<file path="src/ifd_pkg.sv">
// package: field layout, operand modifiers and opcodes for the decoder
package ifd_pkg;
    localparam int WORD_W   = 24;
    localparam int OP_HI    = 23;
    localparam int OP_LO    = 18;
    localparam int SEL_HI   = 17;
    localparam int SEL_LO   = 15;
    localparam int MOD_HI   = 14;
    localparam int MOD_LO   = 12;
    localparam int ADDR_HI  = 11;
    localparam int LOW_W    = 15;
    localparam int ADDR_W   = 12;
    localparam int NUM_OPS  = 57;
    localparam logic [14:0] IDX_RESET = 15'h0000;
    localparam logic [2:0]  IDX_REPEAT = 3'h7;
    // operation codes that the decoder reacts to
    localparam logic [5:0] OP_REPEAT        = 6'h07;
    localparam logic [5:0] OP_LONG_SHIFT    = 6'h0E;
    localparam logic [5:0] OP_LOG_PRODUCT   = 6'h28;
    localparam logic [5:0] OP_SEL_COMPL     = 6'h2A;
    localparam logic [5:0] OP_SUBST_BITS    = 6'h2B;
    localparam logic [5:0] OP_REPL_LOG_PROD = 6'h2C;
    localparam logic [5:0] OP_REPL_SEL_COMPL = 6'h2E;
    localparam logic [5:0] OP_REPL_SUBST    = 6'h2F;
    typedef enum logic [2:0] {
        MOD_WORD, MOD_LO_S, MOD_MID_S, MOD_HI_S,
        MOD_LOW15, MOD_LO_Z, MOD_MID_Z, MOD_HI_Z
    } ifd_mod_e;
endpackage

</file>
<file path="src/ifd_decode.sv">
// instruction field decoder, index modification and operand forming
//
// Function
// RULE1: opcode is instruction bits 23..18, selecting one of 57 operations; the code flags only 54 codes valid.
// RULE2: index selector is bits 17..15, picking the modifying index register.
// RULE3: selector 0 passes low 15 bits; 1..7 add that index register.
// RULE4: seven 15-bit index registers numbered 1 to 7.
// RULE5: selector zero reads as zero with no storage behind it.
// RULE6: modified instruction lives only in holding register; storage untouched.
// RULE7: repeat loads index 7 with that instruction's low 15 bits.
// RULE8: operand modifier is bits 14..12 in every instruction.
// RULE9: modifier picks whole word, a third, or bits 14..0.
// RULE10: modifiers 1,2,3 sign-extend the selected third from bit 7.
// RULE11: modifiers 5,6,7 zero-extend the selected third.
// RULE12: modifier 4 keeps bits 14..0, upper bits zero.
// RULE13: store with third modifiers replaces only that third from bits 7..0.
// RULE14: store with modifier 4 replaces bits 14..0, keeps 23..15.
// RULE15: modified 12-bit base address selects one of 4096 locations.
// RULE16: negatives are bitwise inverses of positives.
// RULE17: subtraction complements subtrahend then adds with the adder.
// RULE18: minus zero tests negative and nonzero.
// RULE19: logic ops and long shift may leave minus zero.
// RULE20: index addition is modulo 2**15, carry dropped.
// RULE21: index 7 decrements by one per repeated execution.
// RULE22: adder carry out of bit 23 wraps into bit 0.
module ifd_decode #(
    parameter int W = ifd_pkg::WORD_W
) (
    // clock and reset
    input  wire logic          clk_i,
    input  wire logic          arst_n_i,
    // instruction load from storage
    input  wire logic          instr_load_i,
    input  wire logic [W-1:0]  instr_word_i,
    // sequencer events
    input  wire logic          repeat_step_i,
    input  wire logic          index_write_i,
    input  wire logic [2:0]    index_sel_i,
    input  wire logic [14:0]   index_data_i,
    // operand path
    input  wire logic          operand_load_i,
    input  wire logic [W-1:0]  storage_word_i,
    input  wire logic          store_i,
    input  wire logic [W-1:0]  store_reg_i,
    // arithmetic path
    input  wire logic          arith_go_i,
    input  wire logic          arith_sub_i,
    input  wire logic [W-1:0]  arith_a_i,
    input  wire logic [W-1:0]  arith_b_i,
    // decoded fields
    output logic [5:0]         opcode_o,
    output logic [2:0]         index_field_o,
    output logic [2:0]         modifier_o,
    output logic [14:0]        mod_low_o,
    output logic [11:0]        operand_addr_o,
    output logic               op_valid_o,
    output logic               repeat_op_o,
    output logic               minus_zero_op_o,
    // operand results
    output logic [W-1:0]       operand_o,
    output logic [W-1:0]       store_word_o,
    // arithmetic results and the index seven repeat count copy
    output logic [W-1:0]       sum_o,
    output logic               sum_negative_o,
    output logic               sum_nonzero_o,
    output logic [14:0]        repeat_count_index_o
);
    logic [14:0] index_reg [1:7];
    logic [14:0] next_low;
    logic [2:0]  sel;
    logic [14:0] sel_val;
    logic [W:0]  raw_sum;
    logic [W-1:0] addend;
    logic [W-1:0] next_sum;

    // selector zero has no storage, always reads zero
    function automatic logic [14:0] idx_read(input logic [2:0] s,
                                             input logic [14:0] r1,
                                             input logic [14:0] r2,
                                             input logic [14:0] r3,
                                             input logic [14:0] r4,
                                             input logic [14:0] r5,
                                             input logic [14:0] r6,
                                             input logic [14:0] r7);
        case (s)
            3'h1:    idx_read = r1;
            3'h2:    idx_read = r2;
            3'h3:    idx_read = r3;
            3'h4:    idx_read = r4;
            3'h5:    idx_read = r5;
            3'h6:    idx_read = r6;
            3'h7:    idx_read = r7;
            default: idx_read = ifd_pkg::IDX_RESET; // RULE5
        endcase
    endfunction

    // opcodes that may leave all ones in the accumulator
    function automatic logic mz_op(input logic [5:0] op);
        case (op)
            ifd_pkg::OP_LOG_PRODUCT, ifd_pkg::OP_REPL_LOG_PROD,
            ifd_pkg::OP_SEL_COMPL, ifd_pkg::OP_REPL_SEL_COMPL,
            ifd_pkg::OP_SUBST_BITS, ifd_pkg::OP_REPL_SUBST,
            ifd_pkg::OP_LONG_SHIFT: mz_op = 1'b1; // RULE19
            default:                mz_op = 1'b0;
        endcase
    endfunction

    assign sel     = instr_word_i[ifd_pkg::SEL_HI:ifd_pkg::SEL_LO]; // RULE2
    assign sel_val = idx_read(sel, index_reg[1], index_reg[2],
                              index_reg[3], index_reg[4], index_reg[5],
                              index_reg[6], index_reg[7]);
    // 15-bit add drops the carry out of the top bit
    assign next_low = instr_word_i[ifd_pkg::LOW_W-1:0] + sel_val; // RULE3 RULE20

    // holding register copy only; the storage word is never written here
    always_ff @(posedge clk_i or negedge arst_n_i) begin
        if (!arst_n_i) begin
            opcode_o       <= 6'h00;
            index_field_o  <= 3'h0;
            modifier_o     <= 3'h0;
            mod_low_o      <= 15'h0000;
            operand_addr_o <= 12'h000;
            op_valid_o     <= 1'b0;
            repeat_op_o    <= 1'b0;
            minus_zero_op_o <= 1'b0;
        end else if (instr_load_i) begin // RULE6
            opcode_o       <= instr_word_i[ifd_pkg::OP_HI:ifd_pkg::OP_LO]; // RULE1
            index_field_o  <= sel;
            modifier_o     <= next_low[ifd_pkg::MOD_HI:ifd_pkg::MOD_LO]; // RULE8
            mod_low_o      <= next_low;
            operand_addr_o <= next_low[ifd_pkg::ADDR_HI:0]; // RULE15
            // 64 codes exist, only 54 are flagged as assigned operations
            op_valid_o     <= (instr_word_i[ifd_pkg::OP_LO +: 3] != 3'h0)
                && (instr_word_i[ifd_pkg::OP_HI:ifd_pkg::OP_LO] != 6'h33)
                && (instr_word_i[ifd_pkg::OP_HI:ifd_pkg::OP_LO] != 6'h3F); // RULE1
            repeat_op_o    <= instr_word_i[ifd_pkg::OP_HI:ifd_pkg::OP_LO]
                              == ifd_pkg::OP_REPEAT;
            minus_zero_op_o <= mz_op(instr_word_i[ifd_pkg::OP_HI:ifd_pkg::OP_LO]);
        end
    end

    // index registers 1..6: plain writes from the sequencer
    generate
        for (genvar i = 1; i < 7; i++) begin : g_idx
            always_ff @(posedge clk_i or negedge arst_n_i) begin
                if (!arst_n_i) begin
                    index_reg[i] <= ifd_pkg::IDX_RESET; // RULE4
                end else if (index_write_i && index_sel_i == 3'(i)) begin
                    index_reg[i] <= index_data_i;
                end
            end
        end
    endgenerate

    // index 7 doubles as the repeat counter; repeat load has priority
    always_ff @(posedge clk_i or negedge arst_n_i) begin
        if (!arst_n_i) begin
            index_reg[7] <= ifd_pkg::IDX_RESET;
        end else if (instr_load_i && instr_word_i[ifd_pkg::OP_HI:ifd_pkg::OP_LO]
                     == ifd_pkg::OP_REPEAT) begin
            index_reg[7] <= next_low; // RULE7
        end else if (repeat_step_i) begin
            index_reg[7] <= index_reg[7] - 15'h0001; // RULE21
        end else if (index_write_i && index_sel_i == ifd_pkg::IDX_REPEAT) begin
            index_reg[7] <= index_data_i;
        end
    end

    always_ff @(posedge clk_i or negedge arst_n_i) begin
        if (!arst_n_i) begin
            repeat_count_index_o <= ifd_pkg::IDX_RESET;
        end else begin
            repeat_count_index_o <= index_reg[7];
        end
    end

    // operand forming from the storage word
    always_ff @(posedge clk_i or negedge arst_n_i) begin
        if (!arst_n_i) begin
            operand_o <= 24'h00_0000;
        end else if (operand_load_i) begin
            case (ifd_pkg::ifd_mod_e'(modifier_o)) // RULE9
                ifd_pkg::MOD_WORD:  operand_o <= storage_word_i;
                ifd_pkg::MOD_LO_S:  operand_o <= {{16{storage_word_i[7]}},
                                                  storage_word_i[7:0]}; // RULE10
                ifd_pkg::MOD_MID_S: operand_o <= {{16{storage_word_i[15]}},
                                                  storage_word_i[15:8]};
                ifd_pkg::MOD_HI_S:  operand_o <= {{16{storage_word_i[23]}},
                                                  storage_word_i[23:16]};
                ifd_pkg::MOD_LOW15: operand_o <= {9'h000,
                                                  storage_word_i[14:0]}; // RULE12
                ifd_pkg::MOD_LO_Z:  operand_o <= {16'h0000,
                                                  storage_word_i[7:0]}; // RULE11
                ifd_pkg::MOD_MID_Z: operand_o <= {16'h0000,
                                                  storage_word_i[15:8]};
                ifd_pkg::MOD_HI_Z:  operand_o <= {16'h0000,
                                                  storage_word_i[23:16]};
                default:            operand_o <= storage_word_i;
            endcase
        end
    end

    // store merge: only the addressed portion changes
    always_ff @(posedge clk_i or negedge arst_n_i) begin
        if (!arst_n_i) begin
            store_word_o <= 24'h00_0000;
        end else if (store_i) begin
            case (modifier_o)
                3'h1, 3'h5: store_word_o <= {storage_word_i[23:8],
                                             store_reg_i[7:0]}; // RULE13
                3'h2, 3'h6: store_word_o <= {storage_word_i[23:16],
                                             store_reg_i[7:0],
                                             storage_word_i[7:0]};
                3'h3, 3'h7: store_word_o <= {store_reg_i[7:0],
                                             storage_word_i[15:0]};
                3'h4:       store_word_o <= {storage_word_i[23:15],
                                             store_reg_i[14:0]}; // RULE14
                default:    store_word_o <= store_reg_i;
            endcase
        end
    end

    // one's complement adder; subtract inverts the subtrahend
    assign addend   = arith_sub_i ? ~arith_b_i : arith_b_i; // RULE16 RULE17
    assign raw_sum  = {1'b0, arith_a_i} + {1'b0, addend};
    assign next_sum = raw_sum[W-1:0] + {{(W-1){1'b0}}, raw_sum[W]}; // RULE22

    always_ff @(posedge clk_i or negedge arst_n_i) begin
        if (!arst_n_i) begin
            sum_o          <= 24'h00_0000;
            sum_negative_o <= 1'b0;
            sum_nonzero_o  <= 1'b0;
        end else if (arith_go_i) begin
            sum_o          <= next_sum;
            // all ones counts as negative and as nonzero
            sum_negative_o <= next_sum[W-1]; // RULE18
            sum_nonzero_o  <= |next_sum; // RULE18
        end
    end
endmodule

</file>
<file path="config.mk">
export PLATFORM = sky130hd
export DESIGN_NAME = ifd_decode
export DESIGN_NICKNAME = d
export VERILOG_FILES = /design/src/ifd_pkg.sv /design/src/ifd_decode.sv
export SDC_FILE = /design/constraint.sdc
export NUM_CORES = 1
export LEC_CHECK = 0
export ABC_AREA = 1
export BUFFER_PORTS_ARGS = -buffer_cell sky130_fd_sc_hd__buf_4
export CORE_ASPECT_RATIO = 1.75
export CORE_MARGIN = 5
export CORE_UTILIZATION = 55
export DETAILED_ROUTE_END_ITERATION = 10
export GPL_TIMING_DRIVEN = 0
export PLACE_DENSITY = 0.84
export REMOVE_ABC_BUFFERS = 1
export SYNTH_ARGS = -nofsm -noshare
export SYNTH_HDL_FRONTEND = slang
export SYNTH_SLANG_ARGS = --single-unit
</file>
<file path="constraint.sdc">
create_clock -name clk_i -period 8.1 [get_ports clk_i]
set_clock_uncertainty 0.05 [all_clocks]
set_input_delay 0.81 -clock clk_i [delete_from_list [all_inputs] [get_ports clk_i]]
set_output_delay 0.81 -clock clk_i [all_outputs]
set_load 0.005 [all_outputs]
</file>
# [Yosys cells after proc, flatten, opt, wreduce, memory -nomap -nowiden]
# Cells that the tools add are included.
[word_totals] register_bits=236 in_bits=147 wordCells=83
[classes] n_addsub=4 n_eq_ne=31 mux=8 n_bitwise=1 reduce_logical=18
[ops] op="$pmux 24 s8" n=1
[ops] op="$pmux 15 s7" n=1
[ops] op="$pmux 24 s4" n=1
[ops] op="$mux 15" n=3
[ops] op="$eq 3x3->1 const B" n=12
[ops] op="$eq 6x6->1 const B" n=6
[ops] op="$add 24x24->25" n=1
[ops] op="$add 24x1->24" n=1
[ops] op="$mux 24" n=1
[ops] op="$not 24->24" n=1
[ops] op="$reduce_or 24->1" n=1
[ops] op="$eq 3x2->1 const B" n=6
[ops] op="$add 15x15->15" n=1
[ops] op="$sub 15x1->15 const B" n=1
[ops] op="$ne 6x6->1 const B" n=2
[ops] op="$logic_and 1x1->1" n=10
[ops] op="$eq 3x1->1 const B" n=3
[ops] op="$reduce_or 7->1" n=1
[ops] op="$eq 6x3->1 const B" n=1
[ops] op="$eq 6x4->1 const B" n=1
[ops] op="$reduce_bool 3->1" n=2
[ops] op="$reduce_or 2->1" n=3
[ops] op="$logic_not 3->1" n=1
[ops] op="$mux 1" n=1

# [Longest topological paths before layout]
[logic_depth] ltp_word=5 ltp_mapped=33 depth_no_buf=31

# [Worst setup path after synthesis]
# Ideal clock, no wire load.
[synth_path] path_type="input port to flip-flop" from="input arith_sub_i" to="register sum_nonzero_o" setup_time_ns=0.117 t_arrival_ns=4.534 slack_ns=3.399 path_stages=32 cell_sequence="clkbuf_1 buf_1 xor2_1 ha_1 buf_6 nand2_1 nor2_1 nand2_1 nand3_2 nand3_1 nand2_1 nand3b_1 nand2_1 a21oi_1 o21bai_1 ha_1 ha_1 inv_1 nor2_2 nand3_1 nor2_1 nand2_1 nor2_2 nand3_2 nor2_2 nand3_1 nand2_1 nand3_1 nor2_1 nand2_1 nor2_1 nor2_1"
[synth_between] elab_chain_len=4
[synth_rtl] item="from (decl)" line_no="ifd_decode.sv:47" rtl="input wire logic arith_sub_i,"
[synth_rtl] item="$mux 24" line_no="ifd_decode.sv:224" rtl="assign addend = arith_sub_i ? ~arith_b_i : arith_b_i;"
[synth_rtl] item="$add 24x24->25" line_no="ifd_decode.sv:225" rtl="assign raw_sum = {1'b0, arith_a_i} + {1'b0, addend};"
[synth_rtl] item="$add 24x1->24" line_no="ifd_decode.sv:226" rtl="assign next_sum = raw_sum[W-1:0] + {{(W-1){1'b0}}, raw_sum[W]};"
[synth_rtl] item="$reduce_or 24->1" line_no="ifd_decode.sv:237" rtl="sum_nonzero_o <= |next_sum;"
[synth_rtl] item="to (signal assigned)" line_no="ifd_decode.sv:237"
[synth_rtl] item="to (decl)" line_no="ifd_decode.sv:65" rtl="output logic sum_nonzero_o,"
# No other way between the ends.
# A chain may end at the register's enable or synchronous reset.

# [Worst setup path after layout]
# Ends and elaborated chain as after synthesis.

==> impl_metrics.csv <==
group,metric,value,unit
status,outcome,"complete, no violations",
synthesis,synthTopCellsByCount,"nand2_1 (554), dfrtp_1 (220), o21ai_0 (203)",
sta,setup_viol,0,
synthesis,synth.area.top_cells,"dfrtp_1 (42%), nand2_1 (16%), o21ai_0 (7.7%), inv_1 (4.9%), ha_1 (4.1%)",
cts,clockBufferDepth,3,
setup_path,critPathMostFrequentCell,"nand2_1",
sta,maxSlewHeadroom,0.224,
setup_path,r2r_end,"operand_o[7]",
global_route,grt_first_pass_wirelength,66700,µm
detailed_routing,drtIter0Drc,861,
die,core,23800,µm²
finish,areaGrowthSynthToFinish,22.1,%
cts,clk_pin_slew,0.06,ns
global_route,grt_pass1_vias,13300,
global_route,grt_antenna_before_repair,0,
sta,hold_viol_final,0,
finish,fin_cells,2360,
flow_run,drv_cap,0,
finish,largest_reg_flops,105,
setup_path,path_class,"in -> reg",
sta,period_share,0.661,
power_and_ir_drop,p_per_area,234,nW/µm²
setup_path,arrival,5.70,ns
synthesis,synth.distinct_cells,50,
power_and_ir_drop,ir_drop,0.000181,V
global_route,grt_max_degree,130,
synthesis,synth_area,13200,µm²
setup_path,max_stage_delay,0.49,ns
synthesis,synth-edff-count,0,
cts,postCtsSetupBuffers,0,
synthesis,synth_most_common_cell,"nand2_1",
detailed_routing,viasPerCell,5.75,
synthesis,syn_inst,1811,
sta,fmax,0.187,GHz
cts,h-tree-depth,1,
setup_path,r2r_cells,7,
synthesis,synth-main-ff-cell,"dfrtp_1",
power_and_ir_drop,leakage,8.20,nW
cts,cts_tree,"yes",
cts,cts_hold_buf,0,
synthesis,syn_avg_cell_area,7.31,µm²
finish,drive_gt1_frac,0.180,
placed_design,io_buffers,277,
placed_design,hpwl,33600,µm
cts,cts_resized,0,
finish,finalNetCount,2231,
global_route,gr-total-overflow,0,
setup_path,critPathMaxFanout,24,
placed_design,dp.cells,2324,
die,io_pins,278,
sta,rsz0062_at_grt,"no",
detailed_routing,dr.pass1.iters,5,
sta,tightest_slew,1.16,ns
die,die_h,215,µm
setup_path,required,8.44,ns
worst_hold_path,worstHoldPathType,"in -> async",
synthesis,synthArstFlopShare,1.00,
placed_design,place_congestion,0.950,
setup_path,cp_slowest_cell,"o21bai_1",
synthesis,yosys.area.top_type,"dfrtp_1",
synthesis,ys_seq_area_frac,0.416,
sta,report.final.slew_viol_count,0,
die,rows,75,
finish,multiInputGateArea,6730,µm²
cts,clk_latency,0.51,ns
die,fp.dieW,127,µm
sta,whs,0.265,ns
finish,fill_cells,1995,
detailed_routing,totalWireLength,43000,µm
finish,ff_latch_area,5510,µm²
finish,antennaDiodeCount,0,
setup_path,cp-start-kind,"primary input",
die,die_area,27400,µm²
sta,fin_crit,5.35,ns
die,start_util,0.556,
setup_path,reg2reg_slack,4.28,ns
synthesis,synth_top_area_share,0.416,
detailed_routing,drc_errors,0,
setup_path,r2r-start,"modifier_o[1]",
global_route,grt.total_usage,0.303,
detailed_routing,vias,13600,
setup_path,worst_setup_path_end_kind,"flip-flop",
synthesis,ys_ff_latch,220,
synthesis,yosys_warnings,0,
cts,cts_buffers,21,
detailed_routing,wl_per_cell,18.2,µm
cts,cts_sinks,220,
finish,post-route-util,0.678,
sta,final.setup.tns,0,ns
cts,cts-root-buf,"clkbuf_16",
detailed_routing,detail-route-antenna-nets,0,
==> worst max-delay path, delay by kind of cell <==
kind / cells / cell delay, ns
AO/OA/AOI/OAI: 2 / 0.56
buffers and inverters: 2 / 0.39
XOR/XNOR: 1 / 0.12
adder cells (fa/ha/maj): 3 / 0.88
AND/OR/NAND/NOR: 22 / 2.92
==> cells in the final DEF (no fill, tap or decap), types with 38 or more instances in the layout <==
cell       n
nand2_1  554
inv_1    174
nand3_1   91
nor2_1   129
buf_4    277
xor2_1    38
o21ai_0  203
dfrtp_1  220
a21oi_1   80
ha_1      43
==> layout make-up <==
cell class	count	area share
clock buffers	29	0.0381
clock inverters	7	0.00456
inverters	182	0.0422
multi-input cells	1330	0.416
flip-flops and latches	220	0.340
well taps	308	0.0238
repair buffers	284	0.135
==> worst max path at each step <==
| stage | startpoint | endpoint | slack [ns] | cells past startpoint |
|---|---|---|---|---|
| after detailed placement | arith_sub_i | sum_nonzero_o | 2.30 | 30 |
| after CTS | arith_sub_i | sum_nonzero_o | 2.83 | 30 |
| final | arith_sub_i | sum_nonzero_o | 2.75 | 30 |
| after global placement | instr_word_i[17] | index_reg[12] | 2.34 | 18 |
| after floorplan | arith_sub_i | sum_nonzero_o | 4.10 | 29 |
| after global routing | arith_sub_i | sum_nonzero_o | 2.49 | 30 |
==> layer usage <==
metal,up-vias,routed length [µm],global-route usage
li1,6405,-,-
met1,6289,14100,0.301
met2,683,22900,0.575
met3,184,2930,0.0338
met4,0,3120,0.205
met5,-,0,0
==> cell families after synthesis <==
logic type	share of synthesized area
AOI/OAI and AO/OA	0.160
xor gates and xnor gates	0.0278
adders and majority gates	0.0437
buffers and inverters	0.0792
DFF	0.416
and+or+nand+nor	0.274
==> power breakdown <==
group / switching (mW) / internal (mW) / total, mW
sequential: 0.176 / 1.33 / 1.51
combinational: 0.748 / 0.541 / 1.29
clock: 0.427 / 0.567 / 0.994
total: 1.35 / 2.44 / 3.79
==> per-stage QoR <==
stage | power, mW | instance area, µm² | setup slack, ns
6_report | 3.79 | 16200 | 2.75
5_1_grt | 4.02 | 16200 | 2.49
4_1_cts | 3.79 | 16200 | 2.83
3_5_place_dp | 2.79 | 15500 | 2.30
3_3_place_gp | 2.74 | 15300 | 2.34
2_1_floorplan | 2.17 | 12900 | 4.10
No activity file was read; power rests on OpenSTA's default activity.
